[src/floppy_port_regs.svh]
/*
 Field positions, limits and reset values of the floppy interface register port.
 Assumes: vector index = 11 - printed bit number (printed bit 0 is the MSB).
*/
`ifndef FLOPPY_PORT_REGS_SVH
`define FLOPPY_PORT_REGS_SVH

// Interface register width
`define FP_WORD_W 12

// Command word fields
`define FP_MAINT_BIT 7
`define FP_WIDE8_BIT 6
`define FP_UNIT_BIT 4
`define FP_FUNC_MSB 3
`define FP_FUNC_LSB 1
`define FP_DENS_BIT 8
`define FP_CMD2_DENS_BIT 0
`define FP_IE_BIT 0

// Status word fields
`define FP_ST_CRC 0
`define FP_ST_INIT 2
`define FP_ST_DUAL 3
`define FP_ST_DEN_ERR 4
`define FP_ST_UNIT_DEN 5
`define FP_ST_ERASED 6
`define FP_ST_READY 7

// Address fields: low byte used, upper nibble ignored
`define FP_ADDR_MSB 7
`define FP_TRACK_LAST 76
`define FP_SECTOR_FIRST 1
`define FP_SECTOR_LAST 26

// Skip flag indices
`define FP_FLAG_TR 0
`define FP_FLAG_ERR 1
`define FP_FLAG_DONE 2

// Reset values
`define FP_WIDE8_RST 1'b0
`define FP_FLAG_RST 1'b0

`endif

[src/floppy_port_pkg.sv]
/*
 Types shared by the floppy interface register port.
 Assumes: the _regs header is on the include path.
*/
`include "floppy_port_regs.svh"

package floppy_port_pkg;

    // Host I/O operations, in instruction code order
    typedef enum logic [2:0] {op_nop, command_load_op, data_move_op, request_skip_op,
                              error_skip_op, done_skip_op, irq_enable_op, init_op} io_op_t;

    // Function codes, in code order 000..111
    typedef enum logic [2:0] {fn_fill, fn_empty, fn_write, fn_read,
                              fn_density, fn_status, fn_write_del, fn_fault} func_t;

    // Protocol step: picks the logical register
    typedef enum logic [2:0] {st_idle, st_cmd2, st_sector, st_track,
                              st_data_in, st_data_out, st_busy} step_t;

    typedef struct packed {
        logic flag;
    } flag_state_t;

    typedef struct packed {
        logic maint;
        logic irq_en;
        logic wide8;
        func_t func;
        logic unit;
        logic dens;
        step_t step;
        logic [`FP_WORD_W-1:0] iface;
        logic [`FP_WORD_W-1:0] ac_word;
        logic ac_load;
        logic skip;
        logic go;
        logic init;
    } port_state_t;

endpackage

[src/sticky_flag.sv]
/*
 One skip flag: set by hardware, cleared by a skip or initialize.
 Assumes: set, clear and force come from logic on clock_in.
*/
`timescale 1ns/1ns
`default_nettype none

module sticky_flag
    import floppy_port_pkg::*;
(
    input wire logic clock_in,
    input wire logic rst_in,
    input wire logic set_in,
    input wire logic clear_in,
    input wire logic force_in,
    output logic flag_out
);

    flag_state_t state_q;
    flag_state_t state_d;

    // Set and force win over clear
    always_comb
    begin
        state_d = state_q;
        state_d.flag = set_in | force_in | (state_q.flag & ~clear_in);
    end

    // State register
    always_ff @(posedge clock_in or posedge rst_in)
    begin
        if (rst_in)
            state_q <= '{flag: `FP_FLAG_RST};
        else
            state_q <= state_d;
    end

    assign flag_out = state_q.flag;
endmodule
`default_nettype wire

[src/floppy_interface_register_port.sv]
/*
 Host-side interface of a twin-drive floppy subsystem: one 12-bit interface
 register, command decode, maintenance loopback, skip flags, interrupt.
 Assumes: host I/O strobes and controller events are on clock_in.
*/
`timescale 1ns/1ns
`default_nettype none
`include "floppy_port_regs.svh"

module floppy_interface_register_port
    import floppy_port_pkg::*;
#(
    parameter bit DUAL_DENSITY = 1'b1,
    parameter int TRACK_LAST = `FP_TRACK_LAST,
    parameter int SECTOR_LAST = `FP_SECTOR_LAST
)
(
    input wire logic clock_in,
    input wire logic rst_in,
    input wire logic io_strobe_in,
    input wire io_op_t io_op_in,
    input wire logic [`FP_WORD_W-1:0] host_main_reg_in,
    output logic [`FP_WORD_W-1:0] host_main_reg_out,
    output logic host_main_reg_load_out,
    output logic host_skip_out,
    output logic host_irq_out,
    output logic word_request_flag_out,
    output logic error_flag_out,
    output logic done_flag_out,
    input wire logic ctrl_request_in,
    input wire logic ctrl_done_in,
    input wire logic ctrl_error_in,
    input wire logic [`FP_WORD_W-1:0] ctrl_word_in,
    input wire logic ctrl_crc_err_in,
    input wire logic ctrl_init_done_in,
    input wire logic ctrl_density_err_in,
    input wire logic [1:0] ctrl_unit_density_in,
    input wire logic ctrl_erased_mark_in,
    input wire logic ctrl_unit_ready_in,
    output logic [`FP_WORD_W-1:0] ctrl_iface_out,
    output logic ctrl_go_out,
    output logic ctrl_init_out,
    output func_t ctrl_func_out,
    output logic ctrl_unit_out,
    output logic ctrl_dens_out,
    output logic ctrl_wide8_out
);

    // ************
    // Parameter check
    // ************
    generate
        if (TRACK_LAST < 0 || TRACK_LAST > 255 || SECTOR_LAST < 1 || SECTOR_LAST > 255)
        begin : g_bad_limits
            $error("address limits must fit in one byte");
        end
    endgenerate

    port_state_t state_q;
    port_state_t state_d;
    logic [2:0] flag_q;
    logic [2:0] flag_set;
    logic [2:0] flag_clr;
    logic [`FP_WORD_W-1:0] status_w;
    logic [`FP_WORD_W-1:0] host_word;
    logic [`FP_ADDR_MSB:0] addr;
    logic start_fn;
    logic fail;
    logic den_fail;
    logic to_host;

    // ************
    // Next state
    // ************
    always_comb
    begin
        state_d = state_q;
        state_d.go = 1'b0;
        state_d.ac_load = 1'b0;
        state_d.skip = 1'b0;
        state_d.init = 1'b0;
        flag_set = 3'h0;
        flag_clr = 3'h0;
        start_fn = 1'b0;
        fail = 1'b0;
        den_fail = 1'b0;
        status_w = 12'h000;
        status_w[`FP_ST_CRC] = ctrl_crc_err_in;
        status_w[`FP_ST_INIT] = ctrl_init_done_in && (state_q.func != fn_status);
        status_w[`FP_ST_DUAL] = DUAL_DENSITY;
        status_w[`FP_ST_DEN_ERR] = ctrl_density_err_in;
        status_w[`FP_ST_UNIT_DEN] = DUAL_DENSITY && ctrl_unit_density_in[state_q.unit];
        status_w[`FP_ST_ERASED] = ctrl_erased_mark_in || (state_q.func == fn_write_del);
        status_w[`FP_ST_READY] = ctrl_unit_ready_in;
        host_word = state_q.wide8 ? {4'h0, host_main_reg_in[7:0]} : host_main_reg_in;
        addr = host_main_reg_in[`FP_ADDR_MSB:0];
        to_host = (state_q.step == st_idle) || (state_q.step == st_data_out) ||
                  (state_q.step == st_busy);
        if (io_strobe_in)
        begin
            unique case (io_op_in)
                op_nop:
                begin
                end
                command_load_op:
                begin
                    state_d.iface = host_main_reg_in;
                    state_d.ac_word = 12'h000;
                    state_d.ac_load = 1'b1;
                    state_d.maint = host_main_reg_in[`FP_MAINT_BIT];
                    if (!host_main_reg_in[`FP_MAINT_BIT])
                    begin
                        state_d.wide8 = host_main_reg_in[`FP_WIDE8_BIT];
                        state_d.func = func_t'(host_main_reg_in[`FP_FUNC_MSB:`FP_FUNC_LSB]);
                        state_d.unit = host_main_reg_in[`FP_UNIT_BIT];
                        if (DUAL_DENSITY && host_main_reg_in[`FP_WIDE8_BIT])
                        begin
                            state_d.step = st_cmd2;
                            flag_set[`FP_FLAG_TR] = 1'b1;
                        end
                        else
                        begin
                            state_d.dens = DUAL_DENSITY && host_main_reg_in[`FP_DENS_BIT];
                            start_fn = 1'b1;
                        end
                    end
                end
                data_move_op:
                begin
                    if (state_q.maint || to_host)
                    begin
                        state_d.ac_word = state_q.wide8 ?
                            {host_main_reg_in[11:8], host_main_reg_in[7:0] | state_q.iface[7:0]} :
                            state_q.iface;
                        state_d.ac_load = 1'b1;
                        state_d.go = !state_q.maint && (state_q.step == st_data_out);
                    end
                    else
                    begin
                        state_d.iface = host_word;
                        unique case (state_q.step)
                            st_cmd2:
                            begin
                                state_d.dens = host_main_reg_in[`FP_CMD2_DENS_BIT];
                                start_fn = 1'b1;
                            end
                            st_sector:
                            begin
                                if (addr >= 8'(`FP_SECTOR_FIRST) && addr <= 8'(SECTOR_LAST))
                                begin
                                    state_d.step = st_track;
                                    state_d.go = 1'b1;
                                end
                                else
                                begin
                                    fail = 1'b1;
                                end
                            end
                            st_track:
                            begin
                                if (addr <= 8'(TRACK_LAST))
                                begin
                                    state_d.step = st_busy;
                                    state_d.go = 1'b1;
                                end
                                else
                                begin
                                    fail = 1'b1;
                                end
                            end
                            st_data_in:
                            begin
                                state_d.go = 1'b1;
                            end
                            default:
                            begin
                            end
                        endcase
                    end
                end
                request_skip_op:
                begin
                    state_d.skip = flag_q[`FP_FLAG_TR];
                    flag_clr[`FP_FLAG_TR] = !state_q.maint;
                end
                error_skip_op:
                begin
                    state_d.skip = flag_q[`FP_FLAG_ERR];
                    flag_clr[`FP_FLAG_ERR] = !state_q.maint;
                end
                done_skip_op:
                begin
                    state_d.skip = flag_q[`FP_FLAG_DONE];
                    flag_clr[`FP_FLAG_DONE] = !state_q.maint;
                end
                irq_enable_op:
                begin
                    state_d.irq_en = host_main_reg_in[`FP_IE_BIT];
                end
                init_op:
                begin
                    state_d.maint = 1'b0;
                    state_d.irq_en = 1'b0;
                    state_d.wide8 = `FP_WIDE8_RST;
                    state_d.step = st_idle;
                    state_d.init = 1'b1;
                    flag_clr = 3'h7;
                end
            endcase
        end
        // Function start after full command
        if (start_fn)
        begin
            if (DUAL_DENSITY && (state_d.func inside {fn_write, fn_read, fn_write_del}) &&
                (state_d.dens != ctrl_unit_density_in[state_d.unit]))
            begin
                fail = 1'b1;
                den_fail = 1'b1;
            end
            else
            begin
                state_d.go = 1'b1;
                unique case (state_d.func)
                    fn_fill: state_d.step = st_data_in;
                    fn_empty: state_d.step = st_data_out;
                    fn_write, fn_read, fn_write_del: state_d.step = st_sector;
                    fn_density, fn_status, fn_fault: state_d.step = st_busy;
                endcase
            end
        end
        // Terminated function: status, error, done
        if (fail)
        begin
            state_d.iface = status_w;
            state_d.iface[`FP_ST_DEN_ERR] = status_w[`FP_ST_DEN_ERR] | den_fail;
            state_d.step = st_idle;
            flag_set[`FP_FLAG_ERR] = 1'b1;
            flag_set[`FP_FLAG_DONE] = 1'b1;
        end
        // Controller asks for or offers a word
        if (ctrl_request_in)
        begin
            flag_set[`FP_FLAG_TR] = 1'b1;
            if (state_q.step == st_data_out)
                state_d.iface = ctrl_word_in;
        end
        if (ctrl_done_in)
        begin
            flag_set[`FP_FLAG_DONE] = 1'b1;
            flag_set[`FP_FLAG_ERR] = ctrl_error_in;
            state_d.iface = (state_q.func == fn_fault) ? ctrl_word_in : status_w;
            state_d.step = st_idle;
        end
    end

    // State register
    always_ff @(posedge clock_in or posedge rst_in)
    begin
        if (rst_in)
        begin
            state_q <= '{maint: 1'b0, irq_en: 1'b0, wide8: `FP_WIDE8_RST, func: fn_fill,
                         unit: 1'b0, dens: 1'b0, step: st_idle, iface: 12'h000,
                         ac_word: 12'h000, ac_load: 1'b0, skip: 1'b0, go: 1'b0, init: 1'b0};
        end
        else
        begin
            state_q <= state_d;
        end
    end

    // ************
    // Skip flags
    // ************
    // maintenance forces flags
    for (genvar i = 0; i < 3; i++)
    begin : g_flag
        sticky_flag u_flag (
            .clock_in(clock_in),
            .rst_in(rst_in),
            .set_in(flag_set[i]),
            .clear_in(flag_clr[i]),
            .force_in(state_q.maint),
            .flag_out(flag_q[i])
        );
    end

    // Outputs
    assign host_main_reg_out = state_q.ac_word;
    assign host_main_reg_load_out = state_q.ac_load;
    assign host_skip_out = state_q.skip;
    assign host_irq_out = flag_q[`FP_FLAG_DONE] & state_q.irq_en;
    assign word_request_flag_out = flag_q[`FP_FLAG_TR];
    assign error_flag_out = flag_q[`FP_FLAG_ERR];
    assign done_flag_out = flag_q[`FP_FLAG_DONE];
    assign ctrl_iface_out = state_q.iface;
    assign ctrl_go_out = state_q.go;
    assign ctrl_init_out = state_q.init;
    assign ctrl_func_out = state_q.func;
    assign ctrl_unit_out = state_q.unit;
    assign ctrl_dens_out = state_q.dens;
    assign ctrl_wide8_out = state_q.wide8;

    // ************
    // Checks
    // ************
    logic op_load;
    logic op_move;
    logic op_init;
    logic op_ie;
    assign op_load = io_strobe_in && (io_op_in == command_load_op);
    assign op_move = io_strobe_in && (io_op_in == data_move_op);
    assign op_init = io_strobe_in && (io_op_in == init_op);
    assign op_ie = io_strobe_in && (io_op_in == irq_enable_op);
endmodule
`default_nettype wire

[config.mk]
export PLATFORM = sky130hd
export DESIGN_NAME = floppy_interface_register_port
export DESIGN_NICKNAME = d
export VERILOG_FILES = /design/src/floppy_port_pkg.sv /design/src/sticky_flag.sv /design/src/floppy_interface_register_port.sv
export VERILOG_INCLUDE_DIRS = /design/src /design/src/src
export SDC_FILE = /design/constraint.sdc
export NUM_CORES = 1
export LEC_CHECK = 0
export BUFFER_PORTS_ARGS = -buffer_cell sky130_fd_sc_hd__buf_2
export CAP_MARGIN = 20
export CORE_UTILIZATION = 25
export CTS_CLUSTER_SIZE = 25
export DETAILED_ROUTE_END_ITERATION = 8
export GPL_TIMING_DRIVEN = 0
export PLACE_DENSITY = 0.41
export SLEW_MARGIN = 10
export SYNTH_ARGS = -nofsm -noshare
export SYNTH_HDL_FRONTEND = slang
export SYNTH_SLANG_ARGS = --single-unit
export TNS_END_PERCENT = 30
[constraint.sdc]
create_clock -name clock_in -period 3.02 [get_ports clock_in]
set_clock_uncertainty 0.1 [all_clocks]
set_input_delay 0.302 -clock clock_in [delete_from_list [all_inputs] [get_ports clock_in]]
set_output_delay 0.302 -clock clock_in [all_outputs]
set_load 0.03 [all_outputs]
Word-level counts from Yosys, hierarchy flattened
Memories as Yosys holds them, arrays and structs flattened.
Index checks and enable logic that the tools add are counted.
- bitwise operators: 15
- equal/unequal tests: 22
- multiplexer cells: 66
- order comparisons: 5
- reductions and logical operators: 18
- operators with widths (kind ; count):
    two-way mux 12 bit ; 5
    case mux 25 bit (2 select lines) ; 1
    two-way mux 36 bit ; 1
    two-way mux 1 bit ; 32
    == test 3 bit, second input constant ; 10
    two-way mux 15 bit ; 2
    == test 3 x 2 -> 1 bit, second input constant ; 6
    two-way mux 3 bit ; 6
    case mux 1 bit (2 select lines) ; 9
    two-way mux 16 bit ; 1
    two-way mux 13 bit ; 1
    two-way mux 9 bit ; 1
    case mux 3 bit (3 select lines) ; 1
    greater-or-equal comparator 8 x 1 -> 1 bit, second input constant ; 1
    less-or-equal comparator 8 x 5 -> 1 bit, second input constant ; 1
    less-or-equal comparator 8 x 7 -> 1 bit, second input constant ; 1
    bitwise OR 8 bit ; 1
    bitwise OR 1 bit ; 7
    == test 3 x 1 -> 1 bit, second input constant ; 2
    case mux 1 bit (3 select lines) ; 2
    case mux 3 bit (2 select lines) ; 1
    AND reduction 3 bit ; 2
    nonzero test 2 bit ; 3
    bitwise AND 1 bit ; 4
    13 further kinds ; 25
- memories: 1
- bits of input ports: 40
- register bits: 42
- word-level logic and storage cells: 143
- ROM bits: 24
- output and inout port bits: 38
- memory list (name ; words ; bits a word ; rd ports ; clocked after memory_dff ; write ports ; RTL line ; text):
    (no name shown) ; 8 ; 3 ; 1 ; 0 ; 0 ; floppy_interface_register_port.sv:223 ; unique case (state_d.func)

Longest topological paths before layout
Gate-level depths: netlist (run 1).
- depth after elaboration: 18
- gate-level depth with buffers: 9

Hierarchy
A second synthesis (run 1) with hierarchy kept.
- cells, all modules: 350
- area, all modules: 2961.6 um^2
- modules (own cells, without submodules) (module ; sequential area each (um^2) ; area each (um^2) ; instances ; cells an instance):
    floppy_interface_register_port ; 975.9 ; 2837.7 ; 1 ; 335
    sticky_flag ; 25.0 ; 41.3 ; 3 ; 5

Worst setup path before layout (run 1)
Ideal clock, no wire load.
- kind: input to register
- start point: input io_op_in[2]
- end point: register g_flag[1].u_flag.state_q
- data required time: 2.794 ns
- path buffers: 1
- setup time: 0.126 ns
- stages: 8
- data arrival time: 2.120 ns
- path slack: 0.674 ns
- cells stage by stage: buf_2 or3b_4 o311a_4 a41oi_4 nor4_2 mux2i_4 nand3b_2 a221o_1
- longest elaborated chain between the ends: 13
- ends and longest elaborated chain (element ; RTL line ; text):
    start: declaration ; floppy_interface_register_port.sv:21 ; input wire io_op_t io_op_in,
    == test 3 x 1 -> 1 bit ; floppy_interface_register_port.sv:101 ; unique case (io_op_in)
    two-way mux 4 bit ; floppy_interface_register_port.sv:101 ;
    two-way mux 36 bit ; floppy_interface_register_port.sv:99 ; if (io_strobe_in)
    two-way mux 1 bit (implied by the code) (2 in series) ; floppy_interface_register_port.sv:215 ; (state_d.dens != ctrl_unit_density_in[state_d.unit]))
    inequality test 1 bit ; floppy_interface_register_port.sv:215 ;
    logical AND 1 bit ; floppy_interface_register_port.sv:214 ; if (DUAL_DENSITY && (state_d.func inside {fn_write, fn_read, fn_write_del}) &&
    two-way mux 1 bit ; floppy_interface_register_port.sv:214 ;
    two-way mux 1 bit ; floppy_interface_register_port.sv:212 ; if (start_fn)
    two-way mux 2 bit ; floppy_interface_register_port.sv:232 ; if (fail)
    two-way mux 2 bit ; floppy_interface_register_port.sv:247 ; if (ctrl_done_in)
    bitwise OR 1 bit ; sticky_flag.sv:26 ; state_d.flag = set_in | force_in | (state_q.flag & ~clear_in);
    bitwise OR 1 bit * ; sticky_flag.sv:26 ;
    named net g_flag[1].u_flag.state_d ; sticky_flag.sv:20 ; flag_state_t state_d;
    end signal: assignment ; sticky_flag.sv:33 ; state_q <= '{flag: `FP_FLAG_RST};
    end signal: assignment ; sticky_flag.sv:35 ; state_q <= state_d;
    end: declaration ; sticky_flag.sv:19 ; flag_state_t state_q;
Mark *: on every way through the listed nets, which the timed path passes. The rest lies on a longest branch. The select of a mux whose other input is x is not followed.
A chain may end at the register's enable or synchronous reset.

==> results of run 1 <==
==> flip-flops by register name (all words and copies together) (netlist names) <==
| register | flops |
|---|---|
| ctrl_wide8_out | 1 |
| ctrl_iface_out | 12 |
| host_skip_out | 1 |
| host_main_reg_load_out | 1 |
| ctrl_go_out | 1 |
| ctrl_unit_out | 1 |
| ctrl_init_out | 1 |
| ctrl_dens_out | 1 |
| ctrl_func_out | 3 |
| state_q | 5 |
| host_main_reg_out | 12 |
| g_flag.u_flag.flag_out | 3 |
==> repair_timing <==
| item | CTS | global route |
|---|---|---|
| hold buffers | 1 | 0 |
| endpoints found under the setup margin | 0 | 0 |
| hold endpoints to repair | 20 | 0 |
==> synthesized netlist by cell type, drive strengths merged (2+ instances only) <==
cell	number
mux2i	14
buf	33
a22o	2
nand2	45
nand2b	7
inv	6
mux2	7
nor2b	4
dfrtp	42
clkbuf	10
a22oi	9
a21oi	25
nor3	8
nor2	21
nand3	10
or3	3
nor3b	6
a31o	5
a21o	3
a211oi	3
xnor2	2
and3	2
a2111oi	2
nand3b	2
o21ai	32
==> cell families after synthesis <==
group | after synthesis
xor+xnor | 2
mux | 21
simple gates | 115
flops | 42
compound gates | 98
buf+inv | 49
==> routing by layer <==
layer	GRT usage [%]	vias up	wire length, um
li1	-	1322	-
met1	23.2	1185	4500
met2	24.3	75	3840
met3	2.57	10	497
met4	3.38	0	94
met5	0	-	0
==> power groups by stage <==
stage / sequential (uW) / combinational [uW] / clock (uW)
after floorplan: 711 / 399 / 0
after detailed placement: 712 / 585 / 0
after global routing: 712 / 638 / 661
after global placement: 712 / 582 / 0
final: 701 / 581 / 623
after CTS: 702 / 589 / 640
==> through the flow <==
step	worst slack [ps]	hold WS (ps)	total power, uW	area [sq um]	std cells
after detailed placement	243	253	1300	3430	542
final	201	130	1900	3610	551
after global placement	235	363	1290	3410	541
after CTS	222	130	1930	3610	551
after global routing	96.1	150	2010	3610	551
after floorplan	674	295	1110	2860	327
==> critical path: cells and delay by family (launching register included) <==
family	cells	cell delay, ps
AND/OR/NAND/NOR	2	680
multiplexers	1	350
flip-flops	1	480
AO/OA/AOI/OAI	4	1090
==> how the worst max path moves through the flow <==
stage / to / slack, ps / depth (start not counted)
2_1_floorplan: g_flag[1].u_flag.flag_out$_DFF_PP0_ / 670 / 8
3_3_place_gp: g_flag[1].u_flag.flag_out$_DFF_PP0_ / 230 / 7
3_5_place_dp: g_flag[1].u_flag.flag_out$_DFF_PP0_ / 240 / 7
4_1_cts: g_flag[1].u_flag.flag_out$_DFF_PP0_ / 220 / 7
5_1_grt: g_flag[1].u_flag.flag_out$_DFF_PP0_ / 100 / 7
6_report: g_flag[1].u_flag.flag_out$_DFF_PP0_ / 200 / 7
==> final cells by class <==
cell class,count,share of cell area (%)
Timing Repair Buffer,76,11.1
Clock inverter,3,1.25
Buffer,43,7.88
Clock buffer,5,3.47
Tap cell,140,4.86
Inverter,6,0.625
Sequential cell,42,29.1
Multi-Input combinational cell,236,41.7
==> run_results.csv, run 1 <==
group,metric,value,unit
run_status,status,"completed",
grt,grt_max_degree,23,
synthesis,synth_seq_cells,42,
floorplan,rows,38,
cts,cts_setup_buffers,0,
place,place.gp.congestion,0.809,
synthesis,avgSynthCellArea,8.75,sq um
floorplan,top_level_ports,78,
grt,grt_usage,15.9,%
synthesis,synth-edff-count,0,
hold_path,hold_class,"primary input to register",
synthesis,syn_inst,327,
route,drtAntennaViolNets,0,
final_layout,antenna_cells,0,
final_layout,final_net_count,450,
final_layout,fin_util,32.8,%
place,numPortBuffers,74,
sta,worstMarginPinSlew,606,ps
route,dr_total_vias,2592,
sta,setup_tns,0,ps
job,max_cap_viol_count,0,
floorplan,core_area,11000,sq um
floorplan,die_area,11900,sq um
synthesis,yosys_warnings,0,
power,vdd_drop_max,240,uV
worst_setup_path,crit_start,"state_q[38]$_DFFE_PP0P_",
synthesis,ys_seq_area_share,36.7,%
route,firstDrtPassIters,4,
worst_setup_path,path_cells,"nor4b_1, o211a_1, o2bb2ai_1, a22o_1, mux2i_4, nand3b_2, a221o_1",
synthesis,synth_xor_xnor_area_share,0.612,%
synthesis,ys_types,60,
cts,cts_buffers,5,
synthesis,async_reset_ff_share,100,%
cts,clkSinkCount,42,
sta,drv_slew,0,
cts,htree_num_levels,2,
cts,cts_tree,"built",
hold_path,holdPathEnd,"ctrl_iface_out[9]$_DFF_PP0_",
synthesis,yosysTopAreaCellShare,36.7,%
power,p_int,1250,uW
cts,clk_latency,280,ps
worst_setup_path,cp_max_fo,8,
power,pwr-share-clk,32.7,%
floorplan,dieWidth,109,um
worst_setup_path,endpoint_kind,"register",
hold_path,worstHoldStart,"ctrl_word_in[9]",
worst_setup_path,crit_required,3090,ps
floorplan,start_util,26.0,%
worst_setup_path,r2r_slack,200,ps
power,combPwrFrac,30.5,%
hold_path,hold_path_depth,3,
final_layout,final_cell_mix,"buf_2 (76), nand2_1 (45), dfrtp_1 (42), buf_4 (28), a21oi_1 (25)",
final_layout,multi_input_area,1500,sq um
sta,setup_viol,0,
route,drc,0,
sta,fin_crit_sh,93.3,%
cts,cts.path.max_buffers,2,
final_layout,synthToLayoutAreaGrowth,26.1,%
power,pwr_density_cell,528,nW/um^2
grt,grt_pass1_wl,14.3,mm
sta,grt_setup_unrepaired,"false",
worst_setup_path,rr_startpoint,"state_q[38]$_DFFE_PP0P_",
synthesis,synth_compound_area_share,23.7,%
grt,grt_antenna_before_repair,0,
synthesis,yosysTopAreaCell,"dfrtp_1",
grt,grt_pass1_vias,2605,
cts,clockRootBuffer,"clkbuf_16",
worst_setup_path,cp-start-kind,"register",
power,switching_share,34.1,%
worst_setup_path,path_class,"register to register",
sta,period_needed,2820,ps
synthesis,synth_area,2860,sq um
synthesis,muxShareOfSynthArea,8.09,%
worst_setup_path,critPathArrivalTime,2880,ps
final_layout,seqCellArea,1050,sq um
cts,path_clk_slew,60,ps
synthesis,synth_nets,367,
route,vias_per_cell,4.70,
synthesis,synth.area.top_cells,"dfrtp_1 (37%), buf_4 (7.3%), nand2_1 (5.9%), mux2i_1 (4.5%), a21oi_1 (4.4%)",
worst_setup_path,rr_worst_depth,7,
route,drt_iter0_drc,129,
route,totalWireLength,8.93,mm
worst_setup_path,cpPeakStageDelay,480,ps
place,dp_hpwl,6.99,mm
synthesis,synth_top_family_by_area,"compound AO/OA/AOI/OAI gates",
sta,hold_violations,0,
final_layout,fillers,1192,
power,seq_power_share,36.8,%
worst_setup_path,crit_slowest_cell,"dfrtp_1",
power,power.leakage,0.00169,uW
sta,max_freq,355,MHz
grt,grt.overflow.total,0,
cts,ctsResizeCount,0,
power,netSwitchingPower,650,uW
synthesis,ys.flop_type,"dfrtp_1",
route,wl_per_cell,16.2,um
sta,max_slew_margin,59.6,%
floorplan,die_y,109,um
final_layout,layout-drive-gt1-share,32.6,%
synthesis,synthAdderAreaFrac,0,%
synthesis,synthSimpleGateAreaFrac,20.2,%
worst_setup_path,rr_endpoint,"g_flag[1].u_flag.flag_out$_DFF_PP0_",
final_layout,final_common_cell,"buf_2",
No activity file was read; power rests on OpenSTA's default activity.
==> inputs of run 2 (changes only) <==
--- a/config.mk
+++ b/config.mk
@@ -6,13 +6,13 @@
 export SDC_FILE = /design/constraint.sdc
 export NUM_CORES = 1
 export LEC_CHECK = 0
-export BUFFER_PORTS_ARGS = -buffer_cell sky130_fd_sc_hd__buf_2
+export BUFFER_PORTS_ARGS = -buffer_cell sky130_fd_sc_hd__clkbuf_2
 export CAP_MARGIN = 20
-export CORE_UTILIZATION = 25
+export CORE_UTILIZATION = 30
 export CTS_CLUSTER_SIZE = 25
 export DETAILED_ROUTE_END_ITERATION = 8
 export GPL_TIMING_DRIVEN = 0
-export PLACE_DENSITY = 0.41
+export PLACE_DENSITY = 0.48
 export SLEW_MARGIN = 10
 export SYNTH_ARGS = -nofsm -noshare
 export SYNTH_HDL_FRONTEND = slang
==> run 2 against run 1 <==
Net effect:
- sequential share of layout area increased by 0.75 points
- via count increased by 3.0%
- critical path type unchanged
- global-route usage increased by 1.9 points
- hold slack got worse by 24 ps
- maximum frequency increased by 1.7%
- utilization increased by 5.2 points
- total power decreased by 12%
- clock-buffer cell count unchanged
- worst setup slack improved by 48 ps
- largest cell class unchanged
==> run_results.csv, run 2 (same netlist as run 1, synthesis figures left out) <==
group,metric,value,unit
worst_setup_path,path_class,"register to register",
cts,path_clk_slew,100,ps
final_layout,layout-drive-gt1-share,32.6,%
cts,cts_setup_buffers,0,
grt,grt.overflow.total,0,
floorplan,top_level_ports,78,
grt,use_met2,27.2,%
worst_setup_path,crit_start,"state_q[38]$_DFFE_PP0P_",
grt,grt_pass1_wl,13.6,mm
sta,worstMarginPinSlew,640,ps
final_layout,antenna_cells,0,
place,dp_hpwl,6.60,mm
final_layout,final_net_count,450,
grt,grt_most_used_layer,"met2",
sta,setup_viol,0,
route,dr_total_vias,2669,
route,drtAntennaViolNets,0,
floorplan,die_area,9930,sq um
hold_path,worstHoldStart,"ctrl_word_in[10]",
sta,hold_violations,0,
route,firstDrtPassIters,4,
floorplan,rows,35,
sta,setup_slack,249,ps
grt,grt_max_degree,32,
floorplan,dieWidth,99.6,um
grt,grt_util_met1,26.2,%
hold_path,hold_class,"primary input to register",
cts,clk_latency,300,ps
worst_setup_path,rr_startpoint,"state_q[38]$_DFFE_PP0P_",
floorplan,core_area,9240,sq um
power,pwr_density_cell,475,nW/um^2
route,vias_per_cell,4.94,
worst_setup_path,path_delay_family,"compound AO/OA/AOI/OAI gates",
sta,max_freq,361,MHz
sta,max_slew_margin,57.4,%
grt,grt_pass1_vias,2540,
cts,clockRootBuffer,"clkbuf_8",
final_layout,fillers,972,
floorplan,die_y,99.6,um
cts,cts_buffers,5,
grt,grt_usage,17.8,%
sta,grt_setup_unrepaired,"false",
sta,period_needed,2770,ps
final_layout,synthToLayoutAreaGrowth,22.9,%
power,power.leakage,0.00165,uW
worst_setup_path,cp-start-kind,"register",
final_layout,final_common_cell,"clkbuf_2",
route,totalWireLength,8.54,mm
route,wl_per_cell,15.8,um
cts,htree_num_levels,2,
worst_setup_path,cpPeakStageDelay,490,ps
place,place.gp.congestion,0.846,
worst_setup_path,cp_max_fo,10,
worst_setup_path,critPathArrivalTime,2860,ps
worst_setup_path,crit_required,3110,ps
job,max_cap_viol_count,0,
grt,use_met3,2.25,%
worst_setup_path,crit_slowest_cell,"dfrtp_1",
sta,fin_crit_sh,91.8,%
place,place_ws,257,ps
route,drc,0,
cts,ctsResizeCount,0,
place,numPortBuffers,74,
worst_setup_path,path_cells,"nor4b_1, o211a_1, o2bb2ai_1, a22o_1, mux2i_4, buf_6, nand3_2, a2bb2oi_1",
worst_setup_path,r2r_slack,250,ps
sta,drv_slew,0,
worst_setup_path,endpoint_kind,"register",
route,drt_iter0_drc,125,
power,vdd_drop_max,191,uV
cts,clkSinkCount,42,
final_layout,final_cell_mix,"clkbuf_2 (74), nand2_1 (45), dfrtp_1 (42), buf_4 (28), a21oi_1 (25)",
run_status,status,"completed",
worst_setup_path,cp_num_buf_inv,1,
sta,setup_tns,0,ps
cts,cts.path.max_buffers,2,
floorplan,start_util,31.0,%
grt,grt_antenna_before_repair,0,
cts,cts_tree,"built",
cts,ctsHoldBuffers,1,
## run 2: final timing paths
| kind | to | cells after the start |
|---|---|---|
| min in group asynchronous | ctrl_init_out$_DFF_PP0_ | 3 |
| setup / recovery | ctrl_iface_out[3]$_DFF_PP0_ | 8 |
| hold / removal | ctrl_iface_out[10]$_DFF_PP0_ | 3 |
| setup reg to reg | ctrl_iface_out[3]$_DFF_PP0_ | 8 |
| max in group asynchronous | state_q[30]$_DFF_PP0_ | 4 |
| hold reg to reg | state_q[37]$_DFFE_PP0P_ | 2 |
## run 2: report_power, final
group / leakage, uW / switching, uW / total [uW] / internal [uW]
combinational: 0.00107 / 348 / 582 / 234
sequential: 0.000535 / 69.8 / 697 / 627
clock: 0.0000447 / 225 / 392 / 167
total: 0.00165 / 643 / 1670 / 1030
## run 2: per-layer routing
layer  vias to the layer above  share of wire, %  wire length, um
met5                         -                 0                0
met3                        15               4.6              390
li1                       1320                 -                -
met2                        78                45             3810
met4                         0               1.3              114
met1                      1256                49             4220
## run 2: through the flow
stage	area, sq um	util [%]	total power, uW	hold WS, ps	instances
6_report	3520	38.1	1670	106	540
5_1_grt	3520	38.1	1770	108	540
4_1_cts	3520	38.1	1690	97.2	540
3_5_place_dp	3410	36.9	1290	150	531
3_3_place_gp	3390	36.7	1280	365	530
2_1_floorplan	2860	-	1110	295	327
## run 2: area by class of cell
cell class                      instances  area, sq um  area share, %
Multi-Input combinational cell        236         1500           42.7
Tap cell                              129          161           4.59
Inverter                                6         22.5          0.641
Clock buffer                            5         68.8           1.96
Sequential cell                        42         1050           29.9
Timing Repair Buffer                   76          400           11.4
Buffer                                 43          284           8.08
Clock inverter                          3         25.0          0.712
## run 2: tightest hold or removal path, cell delays in order
cell      delay (ps)
clkbuf_2          80
nand2_1           50
o21ai_1           50
==> inputs of run 3 (changes only) <==
--- a/config.mk
+++ b/config.mk
@@ -13,6 +13,7 @@
 export DETAILED_ROUTE_END_ITERATION = 8
 export GPL_TIMING_DRIVEN = 0
 export PLACE_DENSITY = 0.48
+export RECOVER_POWER = 50
 export SLEW_MARGIN = 10
 export SYNTH_ARGS = -nofsm -noshare
 export SYNTH_HDL_FRONTEND = slang
==> constraint.sdc (replaced) <==
create_clock -name clock_in -period 3.55 [get_ports clock_in]
set_clock_uncertainty 0.1 [all_clocks]
set_input_delay 0.355 -clock clock_in [delete_from_list [all_inputs] [get_ports clock_in]]
set_output_delay 0.355 -clock clock_in [all_outputs]
set_load 0.03 [all_outputs]
==> run 3 against run 2 <==
Net effect:
- the run now ends with capacitance limit, slew limit left
- clock power decreased by 14%
- first-iteration DRC count decreased by 7.2%
- via count shrank 0.45%
- critical path depth unchanged
- wire length increased by 0.27%
- sequential cell count did not move
- sequential share of layout area increased by 0.32 points
- largest cell class unchanged
- largest power group unchanged
- highest routed layer unchanged
==> run_results.csv, run 3 (same netlist as run 1, synthesis figures left out) <==
group,metric,value,unit
final_layout,fillers,968,
route,totalWireLength,8.56,mm
sta,fin_crit_sh,78.2,%
power,pwr_density_cell,407,nW/um^2
hold_path,hold_class,"primary input to register",
power,pwr-share-clk,23.7,%
route,firstDrtPassIters,5,
floorplan,rows,35,
final_layout,final_net_count,450,
route,vias_per_cell,4.92,
power,switching_share,38.7,%
sta,max_freq,360,MHz
place,dp_cells,531,
grt,grt_usage,17.8,%
hold_path,worstHoldStart,"ctrl_word_in[10]",
sta,max_slew_margin,-18.4,%
cts,cts_tree,"built",
route,wl_per_cell,15.9,um
grt,grt_max_degree,32,
worst_setup_path,cp-start-kind,"register",
floorplan,top_level_ports,78,
worst_setup_path,crit_required,3640,ps
worst_setup_path,endpoint_kind,"register",
worst_setup_path,rr_startpoint,"state_q[38]$_DFFE_PP0P_",
worst_setup_path,critPathArrivalTime,2870,ps
floorplan,core_area,9240,sq um
power,netSwitchingPower,549,uW
floorplan,die_area,9930,sq um
power,combPwrFrac,34.4,%
run_status,status,"finished, violations left",
route,drt_iter0_drc,116,
final_layout,antenna_cells,0,
final_layout,final_cell_mix,"clkbuf_2 (60), nand2_1 (45), dfrtp_1 (42), buf_4 (27), clkbuf_1 (26)",
sta,worstMarginPinSlew,1780,ps
worst_setup_path,path_cells,"nor4b_1, o211a_1, o2bb2ai_1, a22o_1, mux2i_4, buf_6, nand3_2, a2bb2oi_1",
floorplan,die_y,99.6,um
sta,setup_tns,0,ps
cts,path_clk_slew,100,ps
power,p_int,868,uW
sta,drv_slew,32,
power,seq_power_share,41.8,%
cts,cts.path.max_buffers,2,
sta,grt_setup_unrepaired,"false",
final_layout,layout-drive-gt1-share,28.5,%
grt,grt_antenna_before_repair,0,
worst_setup_path,crit_start,"state_q[38]$_DFFE_PP0P_",
final_layout,final_common_cell,"clkbuf_2",
route,dr_total_vias,2657,
power,power.leakage,0.00160,uW
worst_setup_path,path_class,"register to register",
worst_setup_path,path_delay_family,"compound AO/OA/AOI/OAI gates",
place,dp_hpwl,6.60,mm
worst_setup_path,crit_slowest_cell,"dfrtp_1",
worst_setup_path,cpPeakStageDelay,490,ps
final_layout,synthToLayoutAreaGrowth,21.6,%
floorplan,start_util,31.0,%
cts,cts_buffers,5,
cts,htree_num_levels,2,
cts,clkSinkCount,42,
place,place.gp.congestion,0.846,
sta,period_needed,2770,ps
sta,hold_violations,0,
run_status,failed_checks,"capacitance limit, slew limit",
final_layout,fin_cells,540,
cts,cts_setup_buffers,0,
grt,grt_pass1_wl,13.6,mm
route,drtAntennaViolNets,0,
cts,clk_latency,310,ps
worst_setup_path,cp_max_fo,10,
route,drc,0,
power,vdd_drop_max,163,uV
floorplan,dieWidth,99.6,um
job,max_cap_viol_count,1,
worst_setup_path,cp_num_buf_inv,1,
place,numPortBuffers,74,
grt,grt_pass1_vias,2540,
grt,grt.overflow.total,0,
cts,clockRootBuffer,"clkbuf_8",
sta,setup_viol,0,
==> run 3: cell count changes in the layout (fill, tap and decap cells not counted) <==
cell,before,now
buf_4,28,27
clkbuf_2,74,60
inv_2,1,0
buf_12,1,0
clkbuf_1,10,26
inv_1,5,6
==> run 3: per-layer routing <==
layer	vias to the layer above	share of wire [%]	GRT usage (%)
li1	1323	-	-
met2	82	44	27.2
met1	1238	51	26.2
met4	0	1.3	5.32
met5	-	0	0
met3	14	3.9	2.25
==> run 3: power by group through the flow <==
stage	Clock, uW	Combinational, uW	Sequential [uW]
final	336	488	593
after global routing	362	530	605
after CTS	343	498	593
after detailed placement	0	497	603
after global placement	0	491	603
after floorplan	0	339	605
==> run 3: tightest hold or removal path, cell delays in order <==
cell	delay (ps)
clkbuf_2	80
nand2_1	50
o21ai_1	50
==> run 3: final timing paths <==
path / slack, ps / end / cells past startpoint
hold / removal: 160 / ctrl_iface_out[10]$_DFF_PP0_ / 3
max in group asynchronous: 850 / ctrl_func_out[0]$_DFF_PP0_ / 4
setup / recovery: 780 / ctrl_iface_out[3]$_DFF_PP0_ / 8
hold reg to reg: 380 / state_q[37]$_DFFE_PP0P_ / 2
min in group asynchronous: 490 / ctrl_init_out$_DFF_PP0_ / 3
setup reg to reg: 780 / ctrl_iface_out[3]$_DFF_PP0_ / 8
==> run 3: timing repair <==
item,CTS,global route
hold buffers,1,0
resized for setup,0,0
hold endpoints to repair,11,0
==> run 3: metrics by stage <==
stage	utilization, %	power [uW]	instance area [sq um]	hold WS (ps)	worst slack (ps)
5_1_grt	37.6	1500	3480	161	346
2_1_floorplan	-	944	2860	342	1150
6_report	37.6	1420	3480	158	775
3_5_place_dp	36.9	1100	3410	203	734
3_3_place_gp	36.7	1090	3390	365	726
4_1_cts	38.1	1430	3520	150	773
==> run 3: cell type report <==
class	instances	area [sq um]	share of cell area, %
plain buffers	43	280	8.06
clock buffers	5	68.8	1.98
clock inverters	3	25.0	0.719
inverters	6	22.5	0.647
multi-input cells	236	1500	43.2
flip-flops and latches	42	1050	30.2
well taps	129	161	4.64
repair buffers	76	367	10.5
